<file path="src/include/sfd_pkg.sv">
package sfd_pkg;

    // ------------------------------------------------------------------
    // Serial framing
    // ------------------------------------------------------------------
    localparam int          FRAME_BITS     = 16;
    localparam int          ADDR_W         = 4;
    localparam int          DATA_W         = 12;
    localparam logic [4:0]  MOD_EDGE_LIMIT = 5'h0D;
    localparam logic [4:0]  CNT_SAT        = 5'h1F;
    localparam int          REG_COUNT      = 10;

    // ------------------------------------------------------------------
    // Register addresses
    // ------------------------------------------------------------------
    localparam logic [3:0]  ADR_MAIN_DIV   = 4'h0;
    localparam logic [3:0]  ADR_MAIN_MSB   = 4'h1;
    localparam logic [3:0]  ADR_MAIN_LSB   = 4'h2;
    localparam logic [3:0]  ADR_AUX_DIV    = 4'h3;
    localparam logic [3:0]  ADR_AUX_DVD    = 4'h4;
    localparam logic [3:0]  ADR_REF_DIV    = 4'h5;
    localparam logic [3:0]  ADR_PD_CTRL    = 4'h6;
    localparam logic [3:0]  ADR_PWR_DN     = 4'h7;
    localparam logic [3:0]  ADR_MUX_CTRL   = 4'h8;
    localparam logic [3:0]  ADR_MOD_DATA   = 4'h9;
    localparam logic [15:0] REG_RESET      = 16'h0000;

    // ------------------------------------------------------------------
    // Field positions
    // ------------------------------------------------------------------
    localparam int          DIV_INT_BIT    = 9;
    localparam int          DIV_WIDE_BIT   = 10;
    localparam int          REF_AUX_LSB    = 5;
    localparam int          GAIN_AUX_LSB   = 5;
    localparam int          STEER_MODE_BIT = 10;
    localparam int          PD_MAIN_BIT    = 0;
    localparam int          PD_AUX_BIT     = 1;
    localparam int          PD_OSC_BIT     = 2;
    localparam int          MOD_EN_BIT     = 3;

    // ------------------------------------------------------------------
    // Mux output selections
    // ------------------------------------------------------------------
    localparam logic [2:0]  MUX_ZERO       = 3'h0;
    localparam logic [2:0]  MUX_SERIAL     = 3'h1;
    localparam logic [2:0]  MUX_MAIN_LOCK  = 3'h2;
    localparam logic [2:0]  MUX_MAIN_REF   = 3'h3;
    localparam logic [2:0]  MUX_AUX_REF    = 3'h4;
    localparam logic [2:0]  MUX_MAIN_PIN   = 3'h5;
    localparam logic [2:0]  MUX_AUX_PIN    = 3'h6;

    // ------------------------------------------------------------------
    // Divider figures and timing
    // ------------------------------------------------------------------
    localparam logic [9:0]  N_OFFSET       = 10'h020;
    localparam logic [17:0] DVD_ONE        = 18'h3FFFF;
    localparam int          CLK_PERIOD_NS  = 10;
    localparam int          LD_PULSE_NS    = 1000;
    localparam int          LD_PULSE_CYC   = LD_PULSE_NS / CLK_PERIOD_NS;
    localparam logic [7:0]  LD_PERIOD      = 8'(LD_PULSE_CYC - 1);
    localparam logic [7:0]  LD_HALF        = 8'(LD_PULSE_CYC / 2);

    typedef enum logic [1:0] {
        SER_IDLE  = 2'b01,
        SER_SHIFT = 2'b10
    } sfd_ser_e;

endpackage

</file>
<file path="src/hdl/sfd_ctrl.sv">
`timescale 1ns/1ps
`default_nettype none

module sfd_ctrl (
    // Clock and reset
    input  wire logic        clk_sys,
    input  wire logic        rst_n,
    // Serial port
    input  wire logic        ser_clk,
    input  wire logic        ser_data,
    input  wire logic        ser_cs_n,
    output logic             mux_out,
    // Loop status from the analog detectors
    input  wire logic        main_locked,
    input  wire logic        aux_locked,
    input  wire logic        steer_up,
    input  wire logic        steer_down,
    // Lock/steer pins
    input  wire logic        main_lock_steer_in,
    output logic             main_lock_steer_out,
    output logic             main_lock_steer_oe,
    input  wire logic        aux_lock_steer_in,
    output logic             aux_lock_steer_out,
    output logic             aux_lock_steer_oe,
    // Loop controls
    output logic [4:0]       main_phase_detector_gain,
    output logic [4:0]       aux_phase_detector_gain,
    output logic             internal_steer_en,
    output logic             main_ref_tick,
    output logic             aux_ref_tick,
    output logic [9:0]       main_div_value,
    output logic [9:0]       aux_div_value,
    // Power-down controls
    output logic             main_power_down,
    output logic             aux_power_down,
    output logic             osc_power_down
);

    // ------------------------------------------------------------------
    // Serial receiver
    // ------------------------------------------------------------------
    sfd_pkg::sfd_ser_e st_q;
    sfd_pkg::sfd_ser_e st_d;
    logic        sclk_prev_q;
    logic        cs_prev_q;
    logic [15:0] shift_q;
    logic [15:0] shift_d;
    logic [4:0]  cnt_q;
    logic [4:0]  cnt_d;
    logic        loop_bit_q;
    logic        loop_bit_d;
    logic        rise;
    logic        fall;
    logic        frame_end;

    assign rise      = ser_clk & ~sclk_prev_q;
    assign fall      = ~ser_clk & sclk_prev_q;
    assign frame_end = (st_q == sfd_pkg::SER_SHIFT) & ser_cs_n & ~cs_prev_q;

    always_comb begin
        st_d       = st_q;
        shift_d    = shift_q;
        cnt_d      = cnt_q;
        loop_bit_d = loop_bit_q;
        case (st_q)
            sfd_pkg::SER_IDLE: begin
                if (!ser_cs_n) begin
                    st_d  = sfd_pkg::SER_SHIFT;
                    cnt_d = 5'h00;
                end
            end
            sfd_pkg::SER_SHIFT: begin
                if (ser_cs_n) begin
                    st_d = sfd_pkg::SER_IDLE;
                end else if (rise) begin
                    // Older bits fall off the top: only the last 16 stay
                    shift_d = {shift_q[14:0], ser_data};
                    if (cnt_q != sfd_pkg::CNT_SAT) begin
                        cnt_d = cnt_q + 5'h01;
                    end
                end
                if (fall) begin
                    loop_bit_d = shift_q[0];
                end
            end
            default: st_d = sfd_pkg::SER_IDLE;
        endcase
    end

    always_ff @(posedge clk_sys or negedge rst_n) begin
        if (!rst_n) begin
            st_q        <= sfd_pkg::SER_IDLE;
            sclk_prev_q <= 1'b0;
            cs_prev_q   <= 1'b1;
            shift_q     <= 16'h0000;
            cnt_q       <= 5'h00;
            loop_bit_q  <= 1'b0;
        end else begin
            st_q        <= st_d;
            sclk_prev_q <= ser_clk;
            cs_prev_q   <= ser_cs_n;
            shift_q     <= shift_d;
            cnt_q       <= cnt_d;
            loop_bit_q  <= loop_bit_d;
        end
    end

    // ------------------------------------------------------------------
    // Register file and main ratio staging
    // ------------------------------------------------------------------
    logic [15:0] regs_q [sfd_pkg::REG_COUNT];
    logic [15:0] regs_d [sfd_pkg::REG_COUNT];
    logic [3:0]  wr_adr;
    logic        wr_en;
    logic [15:0] wr_val;
    logic [10:0] act_div_q;
    logic [10:0] act_div_d;
    logic [17:0] act_dvd_q;
    logic [17:0] act_dvd_d;

    always_comb begin
        wr_adr = sfd_pkg::ADR_MOD_DATA;
        wr_val = {4'h0, shift_q[11:0]};
        wr_en  = 1'b0;
        if (frame_end && cnt_q != 5'h00) begin
            if (cnt_q < sfd_pkg::MOD_EDGE_LIMIT) begin
                wr_en = 1'b1;
            end else if (shift_q[15:12] < 4'(sfd_pkg::REG_COUNT)) begin
                wr_adr = shift_q[15:12];
                wr_en  = 1'b1;
            end
        end
        for (int i = 0; i < sfd_pkg::REG_COUNT; i++) begin
            regs_d[i] = regs_q[i];
        end
        if (wr_en) begin
            regs_d[wr_adr] = wr_val;
        end
        act_div_d = act_div_q;
        act_dvd_d = act_dvd_q;
        if (wr_en && wr_adr == sfd_pkg::ADR_MAIN_MSB) begin
            act_div_d = regs_q[sfd_pkg::ADR_MAIN_DIV][10:0];
            if (regs_q[sfd_pkg::ADR_MAIN_DIV][sfd_pkg::DIV_WIDE_BIT]) begin
                act_dvd_d = {wr_val[9:0],
                             regs_q[sfd_pkg::ADR_MAIN_LSB][7:0]};
            end else begin
                act_dvd_d = {wr_val[9:0], 8'h00};
            end
        end
    end

    always_ff @(posedge clk_sys or negedge rst_n) begin
        if (!rst_n) begin
            for (int i = 0; i < sfd_pkg::REG_COUNT; i++) begin
                regs_q[i] <= sfd_pkg::REG_RESET;
            end
            act_div_q <= 11'h000;
            act_dvd_q <= 18'h00000;
        end else begin
            regs_q    <= regs_d;
            act_div_q <= act_div_d;
            act_dvd_q <= act_dvd_d;
        end
    end

    // ------------------------------------------------------------------
    // Synthesizer units
    // ------------------------------------------------------------------
    logic [15:0] pwr;
    logic [15:0] pdc;
    logic [15:0] refd;
    logic [11:0] mod;
    logic [17:0] main_dvd;
    logic [17:0] aux_dvd;

    assign pwr      = regs_q[sfd_pkg::ADR_PWR_DN];
    assign pdc      = regs_q[sfd_pkg::ADR_PD_CTRL];
    assign refd     = regs_q[sfd_pkg::ADR_REF_DIV];
    assign mod      = regs_q[sfd_pkg::ADR_MOD_DATA][11:0];
    // Modulation samples ride on top of the staged main dividend
    assign main_dvd = pwr[sfd_pkg::MOD_EN_BIT]
                    ? act_dvd_q + {{6{mod[11]}}, mod}
                    : act_dvd_q;
    assign aux_dvd  = {regs_q[sfd_pkg::ADR_AUX_DVD][9:0], 8'h00};

    sfd_synth_unit u_main (
        .clk_sys      (clk_sys),
        .rst_n        (rst_n),
        .run          (~pwr[sfd_pkg::PD_MAIN_BIT]),
        .ref_ratio_m1 (refd[4:0]),
        .int_mode     (act_div_q[sfd_pkg::DIV_INT_BIT]),
        .n_reg        (act_div_q[8:0]),
        .dividend     (main_dvd),
        .ref_tick     (main_ref_tick),
        .div_value    (main_div_value)
    );

    sfd_synth_unit u_aux (
        .clk_sys      (clk_sys),
        .rst_n        (rst_n),
        .run          (~pwr[sfd_pkg::PD_AUX_BIT]),
        .ref_ratio_m1 (refd[9:5]),
        .int_mode     (regs_q[sfd_pkg::ADR_AUX_DIV][sfd_pkg::DIV_INT_BIT]),
        .n_reg        (regs_q[sfd_pkg::ADR_AUX_DIV][8:0]),
        .dividend     (aux_dvd),
        .ref_tick     (aux_ref_tick),
        .div_value    (aux_div_value)
    );

    assign main_phase_detector_gain = pdc[4:0];
    assign aux_phase_detector_gain  = pdc[9:5];
    assign main_power_down          = pwr[sfd_pkg::PD_MAIN_BIT];
    assign aux_power_down           = pwr[sfd_pkg::PD_AUX_BIT];
    assign osc_power_down           = pwr[sfd_pkg::PD_OSC_BIT];

    // ------------------------------------------------------------------
    // Lock detect and power steering pins
    // ------------------------------------------------------------------
    logic [7:0] ld_cnt_q;
    logic [7:0] ld_cnt_d;
    logic       m_out_q;
    logic       m_out_d;
    logic       m_oe_q;
    logic       m_oe_d;
    logic       a_oe_q;
    logic       a_oe_d;
    logic       steer_q;
    logic       steer_d;
    logic       pulse_lo;
    logic       mux_q;
    logic       mux_d;

    always_comb begin
        ld_cnt_d = (ld_cnt_q >= sfd_pkg::LD_PERIOD) ? 8'h00 : ld_cnt_q + 8'h01;
        pulse_lo = ld_cnt_q < sfd_pkg::LD_HALF;
        steer_d  = pdc[sfd_pkg::STEER_MODE_BIT];
        m_out_d  = 1'b0;
        m_oe_d   = 1'b0;
        if (pdc[sfd_pkg::STEER_MODE_BIT]) begin
            // Drive high to speed up, low to slow down, else release
            m_out_d = steer_up;
            m_oe_d  = steer_up ^ steer_down;
        end else begin
            m_oe_d = ~main_locked & pulse_lo;
        end
        a_oe_d = ~aux_locked & pulse_lo;
        mux_d  = 1'b0;
        case (regs_q[sfd_pkg::ADR_MUX_CTRL][2:0])
            sfd_pkg::MUX_SERIAL:    mux_d = loop_bit_q;
            sfd_pkg::MUX_MAIN_LOCK: mux_d = main_locked;
            sfd_pkg::MUX_MAIN_REF:  mux_d = main_ref_tick;
            sfd_pkg::MUX_AUX_REF:   mux_d = aux_ref_tick;
            sfd_pkg::MUX_MAIN_PIN:  mux_d = main_lock_steer_in;
            sfd_pkg::MUX_AUX_PIN:   mux_d = aux_lock_steer_in;
            default:                mux_d = 1'b0;
        endcase
    end

    always_ff @(posedge clk_sys or negedge rst_n) begin
        if (!rst_n) begin
            ld_cnt_q <= 8'h00;
            m_out_q  <= 1'b0;
            m_oe_q   <= 1'b0;
            a_oe_q   <= 1'b0;
            steer_q  <= 1'b0;
            mux_q    <= 1'b0;
        end else begin
            ld_cnt_q <= ld_cnt_d;
            m_out_q  <= m_out_d;
            m_oe_q   <= m_oe_d;
            a_oe_q   <= a_oe_d;
            steer_q  <= steer_d;
            mux_q    <= mux_d;
        end
    end

    assign main_lock_steer_out = m_out_q;
    assign main_lock_steer_oe  = m_oe_q;
    assign aux_lock_steer_out  = 1'b0;
    assign aux_lock_steer_oe   = a_oe_q;
    assign internal_steer_en   = ~steer_q;
    assign mux_out             = mux_q;

endmodule

`default_nettype wire

</file>
<file path="src/hdl/sfd_synth_unit.sv">
`timescale 1ns/1ps
`default_nettype none

module sfd_synth_unit (
    // Clock and reset
    input  wire logic        clk_sys,
    input  wire logic        rst_n,
    // Configuration
    input  wire logic        run,
    input  wire logic [4:0]  ref_ratio_m1,
    input  wire logic        int_mode,
    input  wire logic [8:0]  n_reg,
    input  wire logic [17:0] dividend,
    // Results
    output logic             ref_tick,
    output logic [9:0]       div_value
);

    // ------------------------------------------------------------------
    // Reference divider, ratio 1 to 32
    // ------------------------------------------------------------------
    logic [4:0] ref_cnt_q;
    logic [4:0] ref_cnt_d;
    logic       tick_q;
    logic       tick_d;

    always_comb begin
        ref_cnt_d = ref_cnt_q;
        tick_d    = 1'b0;
        if (run) begin
            if (ref_cnt_q >= ref_ratio_m1) begin
                ref_cnt_d = 5'h00;
                tick_d    = 1'b1;
            end else begin
                ref_cnt_d = ref_cnt_q + 5'h01;
            end
        end
    end

    // ------------------------------------------------------------------
    // Fractional unit: first-order modulator on a signed accumulator
    // ------------------------------------------------------------------
    logic signed [18:0] acc_q;
    logic signed [18:0] acc_d;
    logic signed [18:0] sum;
    logic [9:0]         div_d;
    logic [9:0]         div_q;
    logic [9:0]         base;

    always_comb begin
        base  = {1'b0, n_reg} + sfd_pkg::N_OFFSET;
        acc_d = acc_q;
        div_d = div_q;
        sum   = acc_q + {dividend[17], dividend};
        if (tick_q) begin
            if (int_mode) begin
                acc_d = '0;
                div_d = base;
            end else if (sum > $signed({1'b0, sfd_pkg::DVD_ONE >> 1})) begin
                // Carry up: output one above the integer part
                acc_d = sum - 19'sh40000;
                div_d = base + 10'h001;
            end else if (sum < -$signed({1'b0, sfd_pkg::DVD_ONE >> 1})) begin
                acc_d = sum + 19'sh40000;
                div_d = base - 10'h001;
            end else begin
                acc_d = sum;
                div_d = base;
            end
        end
    end

    always_ff @(posedge clk_sys or negedge rst_n) begin
        if (!rst_n) begin
            ref_cnt_q <= 5'h00;
            tick_q    <= 1'b0;
            acc_q     <= 19'sh00000;
            div_q     <= sfd_pkg::N_OFFSET;
        end else begin
            ref_cnt_q <= ref_cnt_d;
            tick_q    <= tick_d;
            acc_q     <= acc_d;
            div_q     <= div_d;
        end
    end

    assign ref_tick  = tick_q;
    assign div_value = div_q;

endmodule

`default_nettype wire

</file>
<file path="config.mk">
export PLATFORM = sky130hd
export DESIGN_NAME = sfd_ctrl
export DESIGN_NICKNAME = d
export VERILOG_FILES = /design/src/include/sfd_pkg.sv /design/src/hdl/sfd_ctrl.sv /design/src/hdl/sfd_synth_unit.sv
export SDC_FILE = /design/constraint.sdc
export NUM_CORES = 1
export LEC_CHECK = 0
export BUFFER_PORTS_ARGS = -buffer_cell sky130_fd_sc_hd__clkbuf_2
export CAP_MARGIN = 40
export CORE_MARGIN = 10
export CORE_UTILIZATION = 40
export CTS_CLUSTER_DIAMETER = 200
export CTS_CLUSTER_SIZE = 16
export DETAILED_ROUTE_END_ITERATION = 6
export PLACE_DENSITY_LB_ADDON = 0.12
export SKIP_CTS_REPAIR_TIMING = 1
export SLEW_MARGIN = 5
export SYNTH_ARGS = -nofsm -noshare
export SYNTH_HDL_FRONTEND = slang
export SYNTH_SLANG_ARGS = --single-unit
</file>
<file path="constraint.sdc">
create_clock -name clk_sys -period 11.37 [get_ports clk_sys]
set_clock_uncertainty 0.1 [all_clocks]
set_input_delay 1.7055 -clock clk_sys [delete_from_list [all_inputs] [get_ports clk_sys]]
set_output_delay 1.7055 -clock clk_sys [all_outputs]
set_load 0.01 [all_outputs]
</file>
# ---- Word level (Yosys, flattened, before mapping)
# Index checks and enable logic that the tools add are counted.
dict set report word_totals {
  wordCells 141
  in_bits 11
  ff_bits 297
  output_inout_bits 41
}
dict set report classes {
  add_sub_neg 17
  bitwise 15
  n_eq_ne 15
  n_lt_le_gt_ge 12
  reduce_logical 9
  mux 41
}
# op n
set ops {}
lappend ops {{160-bit bitwise mux} 1}
lappend ops {{19-bit 2-to-1 mux} 6}
lappend ops {{16-bit demux with 4-bit select} 1}
lappend ops {{10-bit 2-to-1 mux} 6}
lappend ops {{19-bit adder} 2}
lappend ops {{19-bit adder (second input constant)} 2}
lappend ops {{19-bit by 18-bit greater-than comparator with 1-bit output (second input constant)} 2}
lappend ops {{19-bit by 18-bit < comparator with 1-bit output (second input constant)} 2}
lappend ops {{19-bit subtractor (second input constant)} 2}
lappend ops {{5-bit 2-to-1 mux} 6}
lappend ops {{10-bit by 1-bit adder with 10-bit output (second input constant)} 2}
lappend ops {{9-bit by 6-bit adder with 10-bit output (second input constant)} 2}
lappend ops {{10-bit by 1-bit subtractor with 10-bit output (second input constant)} 2}
lappend ops {{18-bit adder} 1}
lappend ops {{18-bit 2-to-1 mux} 1}
lappend ops {{16-bit 2-to-1 mux} 1}
lappend ops {{8-bit 2-to-1 mux} 2}
lappend ops {{5-bit by 1-bit adder with 5-bit output (second input constant)} 3}
lappend ops {{4-bit 2-to-1 mux} 3}
lappend ops {{5-bit greater-or-equal comparator} 2}
lappend ops {{5-bit case mux with 2 select lines} 1}
lappend ops {{3-bit equality test (second input constant)} 3}
lappend ops {{1-bit 2-to-1 mux} 9}
lappend ops {{8-bit by 1-bit adder with 8-bit output (second input constant)} 1}
lappend ops {{other kinds (27)} 46}

# ---- Longest topological paths before layout
# Gate-level depths: netlist of the first run.
dict set report depth {
  ltp_word 11
  mapped_depth 26
  mapped_depth_nobuf 25
}

# ---- By module
# Synthesis of the first run repeated with hierarchy kept, for this count alone.
dict set report hier_totals {
  hier_cells 1410
  hier_area_um2 14002.2
}
# module area_each_um2 cells_per_inst n_inst seq_area_each_um2
set modules_own_cells {}
lappend modules_own_cells {sfd_ctrl 7035.5 573 1 3656.0}
lappend modules_own_cells {{sfd_synth_unit (u_main)} 3543.4 425 1 877.1}
lappend modules_own_cells {{sfd_synth_unit (u_aux)} 3423.3 412 1 877.1}

# ---- Worst setup path before layout of the first run
# Ideal clock, no wire load.
dict set report synth_path {
  path_kind {reg-to-reg}
  start {reg act_dvd_q[0]}
  end {reg u_main.div_q[6] (netlist: u_main.div_value[6])}
  period_less_slack_ps 5723
  path_stages_with_launch 27
  n_path_buf 1
  setup_slack_ps 5647
  required_time_ps 11175
  t_arrival_ps 5528
  setup_time_ps 95
  cell_sequence {dfrtp_1 -> ha_1 -> fa_1 -> a21o_1 -> a21oi_1 -> o21bai_1 -> a21oi_1 -> nor2b_1 -> o21a_1 -> o311ai_0 -> a21oi_1 -> nor2_1 -> xnor2_1 -> mux2_2 -> ha_1 -> inv_1 -> nor2_1 -> a211oi_1 -> nand2_1 -> a211oi_2 -> or4b_1 -> a21oi_1 -> or2_1 -> buf_2 -> mux2_2 -> o21a_1 -> o31ai_1}
}
dict set report synth_between {
  elab_chain_cells 7
}
# item line
set synth_lines {}
lappend synth_lines {{start: declaration} sfd_ctrl.sv:118} ;# logic [17:0] act_dvd_q;
lappend synth_lines {{start signal: assignment} sfd_ctrl.sv:162} ;# act_dvd_q <= act_dvd_d;
lappend synth_lines {{18-bit adder} sfd_ctrl.sv:182} ;# ? act_dvd_q + {{6{mod[11]}}, mod}
lappend synth_lines {{18-bit 2-to-1 mux *} sfd_ctrl.sv:182}
lappend synth_lines {{19-bit adder *} sfd_synth_unit.sv:54} ;# sum = acc_q + {dividend[17], dividend};
lappend synth_lines {{19-bit by 18-bit < comparator with 1-bit output} sfd_synth_unit.sv:63} ;# end else if (sum < -$signed({1'b0, sfd_pkg::DVD_ONE >> 1})) begin
lappend synth_lines {{10-bit 2-to-1 mux} sfd_synth_unit.sv:63}
lappend synth_lines {{10-bit 2-to-1 mux *} sfd_synth_unit.sv:59} ;# end else if (sum > $signed({1'b0, sfd_pkg::DVD_ONE >> 1})) begin
lappend synth_lines {{10-bit 2-to-1 mux *} sfd_synth_unit.sv:56} ;# if (int_mode) begin
lappend synth_lines {{end signal: assignment} sfd_synth_unit.sv:78} ;# div_q <= sfd_pkg::N_OFFSET;
lappend synth_lines {{end signal: assignment} sfd_synth_unit.sv:83} ;# div_q <= div_d;
lappend synth_lines {{end: declaration} sfd_synth_unit.sv:47} ;# logic [9:0] div_q;
# Mark *: on every way between the ends. The rest lies on a longest branch, timed or not.
# A chain may end at the register's enable or synchronous reset.

# ---- Worst setup path after layout of the first run
# Same ends and word-level chain as after synthesis.

==> out/results.txt, run 1 <==
Vias in the first global route - 8,584
Starting Density - 40.3%
Final WL - 27,200 um
Clock Sink Count - 208
Worst Setup Path Type - flip-flop to flip-flop
Routability cong. - 0.826
Min cycle time layout - 6.37 ns
Routed Antenna Nets - 0
Initial antenna violation count - 1
Number of CTS-inserted buffers - 16
H-tree Lvls - 1
Max frequency - 157 MHz
Chip width - 193 um
Core Area - 29,600 sq um
Row cnt - 63
Worst Hold Class - flip-flop to flip-flop
Post-synth cell types - 82
Skew-Pair Late Insertion Delay - 0.48 ns
Status - completed
Cell count after placement - 1,566
Slew Limit Fails - 0
Fillers - 2,869
Fin cells - 1,592
Post-synth EDFFs - 0
Ys flop type - dfrtp_1
IO Port Bufs - 50
Total Routing Usage GR - 14.9%
Required @ worst endpoint - 11.68 ns
Critical path arrival - 6.68 ns
Clk slew on worst S/H paths - 0.08 ns
VDD IR max - 0.0959 mV
Leakage - 6.20 nW
Die ar. - 37,100 sq um
First-pass GRT wire length - 45,500 um
Max Cap Viol - 0
Final hold violations - 0
Asr flop ratio synth - 100%
Routed vias - 8,426
Post-route clock period utilization - 56.0%
Layout net count - 1,278
Seq/Total Area, Yosys - 43.7%
Post-synthesis area per instance - 10.2 sq um
Fraction of layout cells with a size suffix above 1 - 18.1%
Area grow syn2layout - 8.78%
RSZ-0062 raised after global routing - no
Wire per inst - 17.1 um
Worst Max-Slew Pin Slew - 0.859 ns
Synthesized area - 11,900 sq um
# diodes - 0
Commonest non-fill, non-tap cells in the layout - dfrtp_1, nand2_1, mux2_2
Initial drt markers - 533
Relative slew slack - 42.7%
DP Wirelength - 19,100 um
Vias per cell - 5.29
Largest net degree at the start of global routing - 110
Setup TNS Final - 0 ns
Critical path peak fanout - 9
CP Launch Type - flip-flop
DR pass1 iterations - 5
GRT overflow - 0
Warnings from Yosys - 0
Syn Inst Count - 1,174
Worst-case clock buffer depth - 3
Die Ht - 193 um
Count of final setup violators - 0
Num ports - 52
CTS tree - built
PD cells - 104 nW/um^2
Most common cell after layout, fill and taps aside - dfrtp_1
DRC - 0
CP endpoint kind - flip-flop
Root Driver - clkbuf_16
#FFs+latches synth - 208
[worst max-delay path: stages (launching register included)]
cell and delay (ns):
dfrtp_1 0.40, ha_1 0.25, fa_1 0.41, a21o_1 0.19, a21oi_1 0.21, o21bai_1 0.09
a21oi_1 0.23, nor2b_1 0.08, o21a_1 0.21, o311ai_0 0.30, a21oi_1 0.11, nor2_1 0.12
xnor2_1 0.07, mux2_2 0.28, ha_1 0.32, inv_1 0.17, nor2_1 0.13, a211oi_1 0.33
nand2_1 0.15, a211oi_2 0.35, or4b_1 0.48, a21oi_1 0.21, or2_1 0.38, mux2_2 0.40
o21a_1 0.17, o31ai_1 0.18
[final cells by class]
type                    instances  area (sq um)  share of cell area [%]
well taps                     390           488                    3.76
clock buffers                  26           459                    3.54
multi-input cells             856          6250                    48.2
repair buffers                 61           368                    2.84
inverters                      51           191                    1.48
flip-flops and latches        208          5210                    40.2
[state kept, by name (all words and copies together) (netlist names), 2 cells and up]
register / count
u_aux.acc_q: 11
shift_q: 16
regs_q: 32
refd: 10
cnt_q: 5
st_q: 2
act_dvd_q: 18
u_main.div_value: 10
aux_dvd: 10
u_main.ref_cnt_q: 5
mod: 12
pwr: 4
pdc: 11
act_div_q: 10
u_aux.div_value: 10
ld_cnt_q: 8
u_main.acc_q: 19
u_aux.ref_cnt_q: 5
[where the power goes]
group | switching [W] | total [W] | internal, W
sequential | 0.0000203 | 0.000768 | 0.000748
combinational | 0.0000258 | 0.0000382 | 0.0000124
clock | 0.000265 | 0.000542 | 0.000277
total | 0.000311 | 0.00135 | 0.00104
[per-stage QoR]
| stage | power (W) | hold WS [ns] | setup slack, ns | util (%) | area (sq um) |
|---|---|---|---|---|---|
| finish | 0.00135 | 0.350 | 5.00 | 43.9 | 13000 |
| global route | 0.00141 | 0.393 | 4.42 | 43.9 | 13000 |
| CTS | 0.00138 | 0.355 | 5.00 | 43.9 | 13000 |
| detailed placement | 0.000824 | 0.344 | 5.00 | 42.3 | 12500 |
| global placement | 0.000823 | 0.346 | 5.15 | 42.1 | 12500 |
| floorplan | 0.000793 | 0.304 | 5.65 | - | 11900 |
[final timing paths]
path	start	end	cells after the start	slack (ns)
setup / recovery	act_dvd_q[0]$_DFFE_PN0P_	u_main.div_value[6]$_DFFE_PN0P_	25	5.00
hold / removal	ld_cnt_q[0]$_DFF_PN0_	ld_cnt_q[0]$_DFF_PN0_	1	0.35
setup reg to reg	act_dvd_q[0]$_DFFE_PN0P_	u_main.div_value[6]$_DFFE_PN0P_	25	5.00
hold reg to reg	ld_cnt_q[0]$_DFF_PN0_	ld_cnt_q[0]$_DFF_PN0_	1	0.35
max in group asynchronous	rst_n	regs_q[96]$_DFFE_PN0P_	2	8.77
min in group asynchronous	rst_n	u_main.acc_q[3]$_DFFE_PN0P_	1	1.16
[cell families (layout without fill, tap and decap cells)]
family / Yosys count / in the layout / synth area share [%]
compound gates: 243 / 243 / 14.2
xor+xnor: 55 / 55 / 4.04
fa+ha+maj: 73 / 73 / 7.85
buf+inv: 111 / 138 / 3.92
flops: 208 / 208 / 43.7
mux: 126 / 126 / 11.8
other cells: 1 / 2 / 0.0315
simple gates: 357 / 357 / 14.5
[Yosys cell counts (6+ instances only)]
cell | instances | area [sq um]
ha_1 | 70 | 876
clkbuf_1 | 40 | 150
o21bai_1 | 8 | 60.1
nor2b_1 | 15 | 93.8
xnor2_1 | 33 | 289
buf_4 | 12 | 90.1
a211oi_1 | 11 | 82.6
o21a_1 | 8 | 60.1
xor2_1 | 22 | 193
a21o_1 | 15 | 113
o31ai_1 | 8 | 60.1
o21ai_0 | 44 | 220
and3_1 | 14 | 87.6
nand2b_1 | 15 | 93.8
o2bb2ai_1 | 14 | 123
nor2_1 | 64 | 240
a31oi_1 | 11 | 68.8
nand3_1 | 42 | 210
inv_1 | 51 | 191
nor3_1 | 24 | 120
or3_1 | 10 | 62.6
o31a_1 | 6 | 52.6
nand2_1 | 127 | 477
mux2_2 | 115 | 1290
nand4_1 | 6 | 37.5
dfrtp_1 | 204 | 5100
mux2i_1 | 10 | 100
a21oi_1 | 52 | 260
[per-layer routing]
layer / GRT usage (%) / part of all wire (%) / vias to the layer above
met1: 20.6 / 50 / 4073
li1: - / - / 4234
met3: 2.35 / 3.3 / 21
met4: 2.65 / 1.1 / 0
met2: 24.3 / 46 / 98
met5: 0 / 0 / -
No activity file was read; power rests on OpenSTA's default activity.
==> inputs of run 2 (changes only) <==
clock period = 6.2 ns   (was 11.37 ns; I/O delays follow)
==> out/results.txt, run 2 (same netlist as run 1, synthesis figures left out) <==
Status - completed
Initial antenna violation count - 0
Layout net count - 1,285
Setup TNS Final - 0 ns
IO Port Bufs - 50
Worst Setup Path Type - flip-flop to flip-flop
Skew-Pair Late Insertion Delay - 0.50 ns
Cell count after placement - 1,572
First-pass GRT wire length - 45,800 um
Initial drt markers - 399
Post-route clock period utilization - 93.0%
PD cells - 189 nW/um^2
Die ar. - 37,100 sq um
Num ports - 52
VDD IR max - 0.155 mV
Area grow syn2layout - 9.69%
Flop2flop setup slack - 0.44 ns
Die Ht - 193 um
Row cnt - 63
Leakage - 6.24 nW
Total Routing Usage GR - 15.0%
Routability cong. - 0.830
Wire per inst - 17.1 um
Worst-case clock buffer depth - 3
H-tree Lvls - 1
Critical path peak fanout - 5
Fin cells - 1,601
Reg with most FFs - regs_q
Count of final setup violators - 0
Clock Sink Count - 208
DRC - 0
Largest regs - regs_q x32, u_main.acc_q x19, act_dvd_q x18
R2R depth - 25
CP endpoint kind - flip-flop
Min cycle time layout - 5.76 ns
Final hold violations - 0
Fillers - 2,877
Crit Reg-Reg Endpoint - u_main.div_value[9]$_DFFE_PN0P_
Fraction of layout cells with a size suffix above 1 - 19.6%
Number of CTS-inserted buffers - 16
Chip width - 193 um
Max frequency - 173 MHz
Most common cell after layout, fill and taps aside - dfrtp_1
Critical path endpoint - u_main.div_value[9]$_DFFE_PN0P_
Vias per cell - 5.31
Clk slew on worst S/H paths - 0.08 ns
Routed Antenna Nets - 0
Root Driver - clkbuf_16
Reg2reg start - act_dvd_q[0]$_DFFE_PN0P_
Required @ worst endpoint - 6.48 ns
Critical path arrival - 6.04 ns
CTS tree - built
Slew Limit Fails - 0
Worst setup path startpoint - act_dvd_q[0]$_DFFE_PN0P_
DR pass1 iterations - 4
Largest net degree at the start of global routing - 110
Core Area - 29,600 sq um
Vias in the first global route - 8,522
Max Cap Viol - 0
CP Launch Type - flip-flop
Commonest non-fill, non-tap cells in the layout - dfrtp_1, nand2_1, mux2_2
Worst Hold Class - flip-flop to flip-flop
Final WL - 27,500 um
GRT overflow - 0
Worst Max-Slew Pin Slew - 0.819 ns
HP Start - ld_cnt_q[0]$_DFF_PN0_
RSZ-0062 raised after global routing - no
Starting Density - 40.3%
# diodes - 0
DP Wirelength - 19,100 um
Max FFs per register - 32
Routed vias - 8,504
Relative slew slack - 45.4%
-- run 2: changes by cell type in the layout (fill, tap and decap cells not counted), sizes merged --
cell    previous run  this run
clkinv             0         1
buf               12        19
clkbuf            75        76
-- run 2: per-layer routing --
metal	part of all wire (%)	wire [um]	global-route usage (%)	vias to the layer above
li1	-	-	-	4246
met1	50	13700	21.3	4125
met2	46	12500	23.8	111
met3	3.2	882	2.29	22
met4	1.3	350	2.59	0
met5	0	0	0	-
-- run 2: worst min-delay path by stage --
stage,end,slack [ns],depth (start not counted)
2_1_floorplan,steer_q$_DFF_PN0_,0.30,0
3_3_place_gp,ld_cnt_q[0]$_DFF_PN0_,0.35,1
3_5_place_dp,ld_cnt_q[0]$_DFF_PN0_,0.35,1
4_1_cts,ld_cnt_q[0]$_DFF_PN0_,0.36,1
5_1_grt,ld_cnt_q[0]$_DFF_PN0_,0.39,1
6_report,ld_cnt_q[0]$_DFF_PN0_,0.35,1
-- run 2: final cells by class --
cell class,count,area [sq um],area share (%)
Timing Repair Buffer,68,415,3.18
Inverter,51,191,1.46
Sequential cell,208,5210,39.8
Tap cell,390,488,3.73
Clock inverter,1,16.3,0.124
Clock buffer,27,442,3.38
Multi-Input combinational cell,856,6310,48.3
-- run 2: report_power, final --
group	leakage, nW	switching [W]	internal [W]	total [W]
clock	0.217	0.000497	0.000492	0.000989
combinational	3.24	0.0000475	0.0000233	0.0000708
sequential	2.79	0.0000380	0.00137	0.00141
-- run 2: through the flow --
stage	hold WS, ns	setup slack (ns)	utilization (%)	power, W	cell area (sq um)
after floorplan	0.304	0.477	-	0.00145	11900
after global placement	0.349	0.159	42.4	0.00151	12500
after detailed placement	0.346	0.0449	42.5	0.00151	12600
after CTS	0.356	0.0248	44.0	0.00252	13000
after global routing	0.392	0.00113	44.2	0.00259	13100
final	0.353	0.436	44.2	0.00247	13100
-- run 2: critical path, cell delays in order, from the launching register on --
cell and delay, ns:
dfrtp_1 0.40, ha_1 0.24, fa_1 0.41, a21o_1 0.20, a21oi_2 0.16, o21bai_1 0.09
a21oi_2 0.13, nor2b_1 0.06, o21a_1 0.22, o311a_1 0.30, nor2_1 0.12, xnor2_1 0.07
mux2_2 0.27, ha_1 0.33, a211oi_2 0.23, nor2_1 0.07, a211oi_2 0.23, nand2_2 0.13
a211oi_4 0.34, or3_1 0.17, a21oi_2 0.07, or2_4 0.30, buf_4 0.16, o31a_1 0.31
o31a_1 0.28, o31a_1 0.27
==> inputs of run 3 (changes only) <==
CTS_BUF_LIST = sky130_fd_sc_hd__clkbuf_4 sky130_fd_sc_hd__clkbuf_8 sky130_fd_sc_hd__clkbuf_16   (was not set)
==> out/results.txt, run 3 (same netlist as run 1, synthesis figures left out) <==
CP peak stage delay - 0.41 ns
Switching share of power - 23.2%
Total Routing Usage GR - 15.0%
First-pass GRT wire length - 45,700 um
Crit Reg-Reg Endpoint - u_main.div_value[9]$_DFFE_PN0P_
Die Ht - 193 um
VDD IR max - 0.155 mV
Largest net degree at the start of global routing - 110
Max Cap Viol - 0
DP Wirelength - 19,100 um
Largest regs - regs_q x32, u_main.acc_q x19, act_dvd_q x18
Final WL - 27,500 um
Critical path arrival - 6.05 ns
Fin cells - 1,601
GRT overflow - 0
# diodes - 0
PD cells - 192 nW/um^2
Gate power share - 2.8%
Min cycle time layout - 5.77 ns
Commonest non-fill, non-tap cells in the layout - dfrtp_1, nand2_1, mux2_2
Vias in the first global route - 8,527
Critical Path Slowest Stage Cell - fa_1
Starting Density - 40.3%
Leakage - 6.28 nW
DR pass1 iterations - 5
Row cnt - 63
Final hold violations - 0
Worst hold endpoint - ld_cnt_q[0]$_DFF_PN0_
Wire per inst - 17.1 um
Routed vias - 8,492
Routed Antenna Nets - 0
CP Launch Type - flip-flop
Max FFs per register - 32
DP Area - 12,600 sq um
Switching component of the power - 0.000585 W
Most common cell after layout, fill and taps aside - dfrtp_1
Reg with most FFs - regs_q
Count of final setup violators - 0
Flop2flop setup slack - 0.43 ns
CTS tree - built
Clk slew on worst S/H paths - 0.08 ns
Root Driver - clkbuf_16
Routability cong. - 0.830
Final Util - 44.4%
Setup TNS Final - 0 ns
Worst-case clock buffer depth - 3
Relative slew slack - 45.2%
Internal power - 0.00194 W
Core Area - 29,600 sq um
CP endpoint kind - flip-flop
Worst Hold Class - flip-flop to flip-flop
Hold Path Cell Cnt - 1
Fraction of layout cells with a size suffix above 1 - 20.5%
Fillers - 2,870
Chip width - 193 um
Max frequency - 173 MHz
DRC - 0
R2R depth - 25
Reg power frac - 56.0%
Critical path peak fanout - 5
Worst Setup Path Type - flip-flop to flip-flop
Num ports - 52
HP Start - ld_cnt_q[0]$_DFF_PN0_
Layout net count - 1,285
Status - completed
Area grow syn2layout - 10.0%
Initial antenna violation count - 0
Clock Sink Count - 208
Total power - 0.00252 W
Slew Limit Fails - 0
Die ar. - 37,100 sq um
Vias per cell - 5.30
H-tree Lvls - 1
Clock share of power - 41.2%
Finished Cell Area - 13,100 sq um
Worst Max-Slew Pin Slew - 0.822 ns
Number of CTS-inserted buffers - 16
Required @ worst endpoint - 6.48 ns
Post-route clock period utilization - 93.0%
Skew-Pair Late Insertion Delay - 0.50 ns
Reg2reg start - act_dvd_q[0]$_DFFE_PN0P_
IO Port Bufs - 50
RSZ-0062 raised after global routing - no
Initial drt markers - 381
Cell count after placement - 1,572
run 3: cell counts in the layout (fill, tap and decap cells not counted):
No cell type changed its count.
run 3: how the worst max path moves through the flow:
stage / from / to / slack (ns) / depth (start not counted)
6_report: act_dvd_q[0]$_DFFE_PN0P_ / u_main.div_value[9]$_DFFE_PN0P_ / 0.43 / 25
5_1_grt: act_dvd_q[0]$_DFFE_PN0P_ / u_main.div_value[6]$_DFFE_PN0P_ / 0.001 / 24
4_1_cts: act_dvd_q[0]$_DFFE_PN0P_ / u_main.div_value[9]$_DFFE_PN0P_ / 0.02 / 24
3_5_place_dp: act_dvd_q[0]$_DFFE_PN0P_ / u_main.div_value[9]$_DFFE_PN0P_ / 0.04 / 24
3_3_place_gp: act_dvd_q[0]$_DFFE_PN0P_ / u_main.div_value[6]$_DFFE_PN0P_ / 0.16 / 25
2_1_floorplan: act_dvd_q[0]$_DFFE_PN0P_ / u_main.div_value[6]$_DFFE_PN0P_ / 0.48 / 26
run 3: worst max-delay path, delay by kind of cell, from the launching register on:
family          cells  cell delay [ns]
fa+ha+maj           3             0.98
compound gates     13             2.83
buf+inv             1             0.16
simple gates        6             0.85
xor+xnor            1             0.07
flops               1             0.40
mux                 1             0.27
run 3: final cells by class:
cell class	count	area, sq um	area share [%]
Multi-Input combinational cell	856	6310	48.1
Sequential cell	208	5210	39.7
Tap cell	390	488	3.72
Clock buffer	27	483	3.68
Timing Repair Buffer	68	415	3.17
Inverter	51	191	1.46
Clock inverter	1	16.3	0.124
run 3: per-layer routing:
layer,GRT usage (%),routed length (um),vias to the layer above
met3,2.29,939,22
met2,23.8,12500,113
met4,2.59,349,0
met5,0,0,-
li1,-,-,4238
met1,21.2,13600,4119
run 3: power groups by stage:
stage | sequential (W) | clock (W) | combinational, W
final | 0.00141 | 0.00104 | 0.0000709
after global routing | 0.00141 | 0.00114 | 0.0000820
after CTS | 0.00141 | 0.00108 | 0.0000746
after detailed placement | 0.00144 | 0 | 0.0000745
after global placement | 0.00144 | 0 | 0.0000735
after floorplan | 0.00141 | 0 | 0.0000470
run 3: per-stage QoR:
step / worst slack, ns / hold slack (ns)
after floorplan: 0.477 / 0.304
after global routing: 0.00137 / 0.392
final: 0.432 / 0.353
after CTS: 0.0249 / 0.356
after global placement: 0.159 / 0.349
after detailed placement: 0.0449 / 0.346
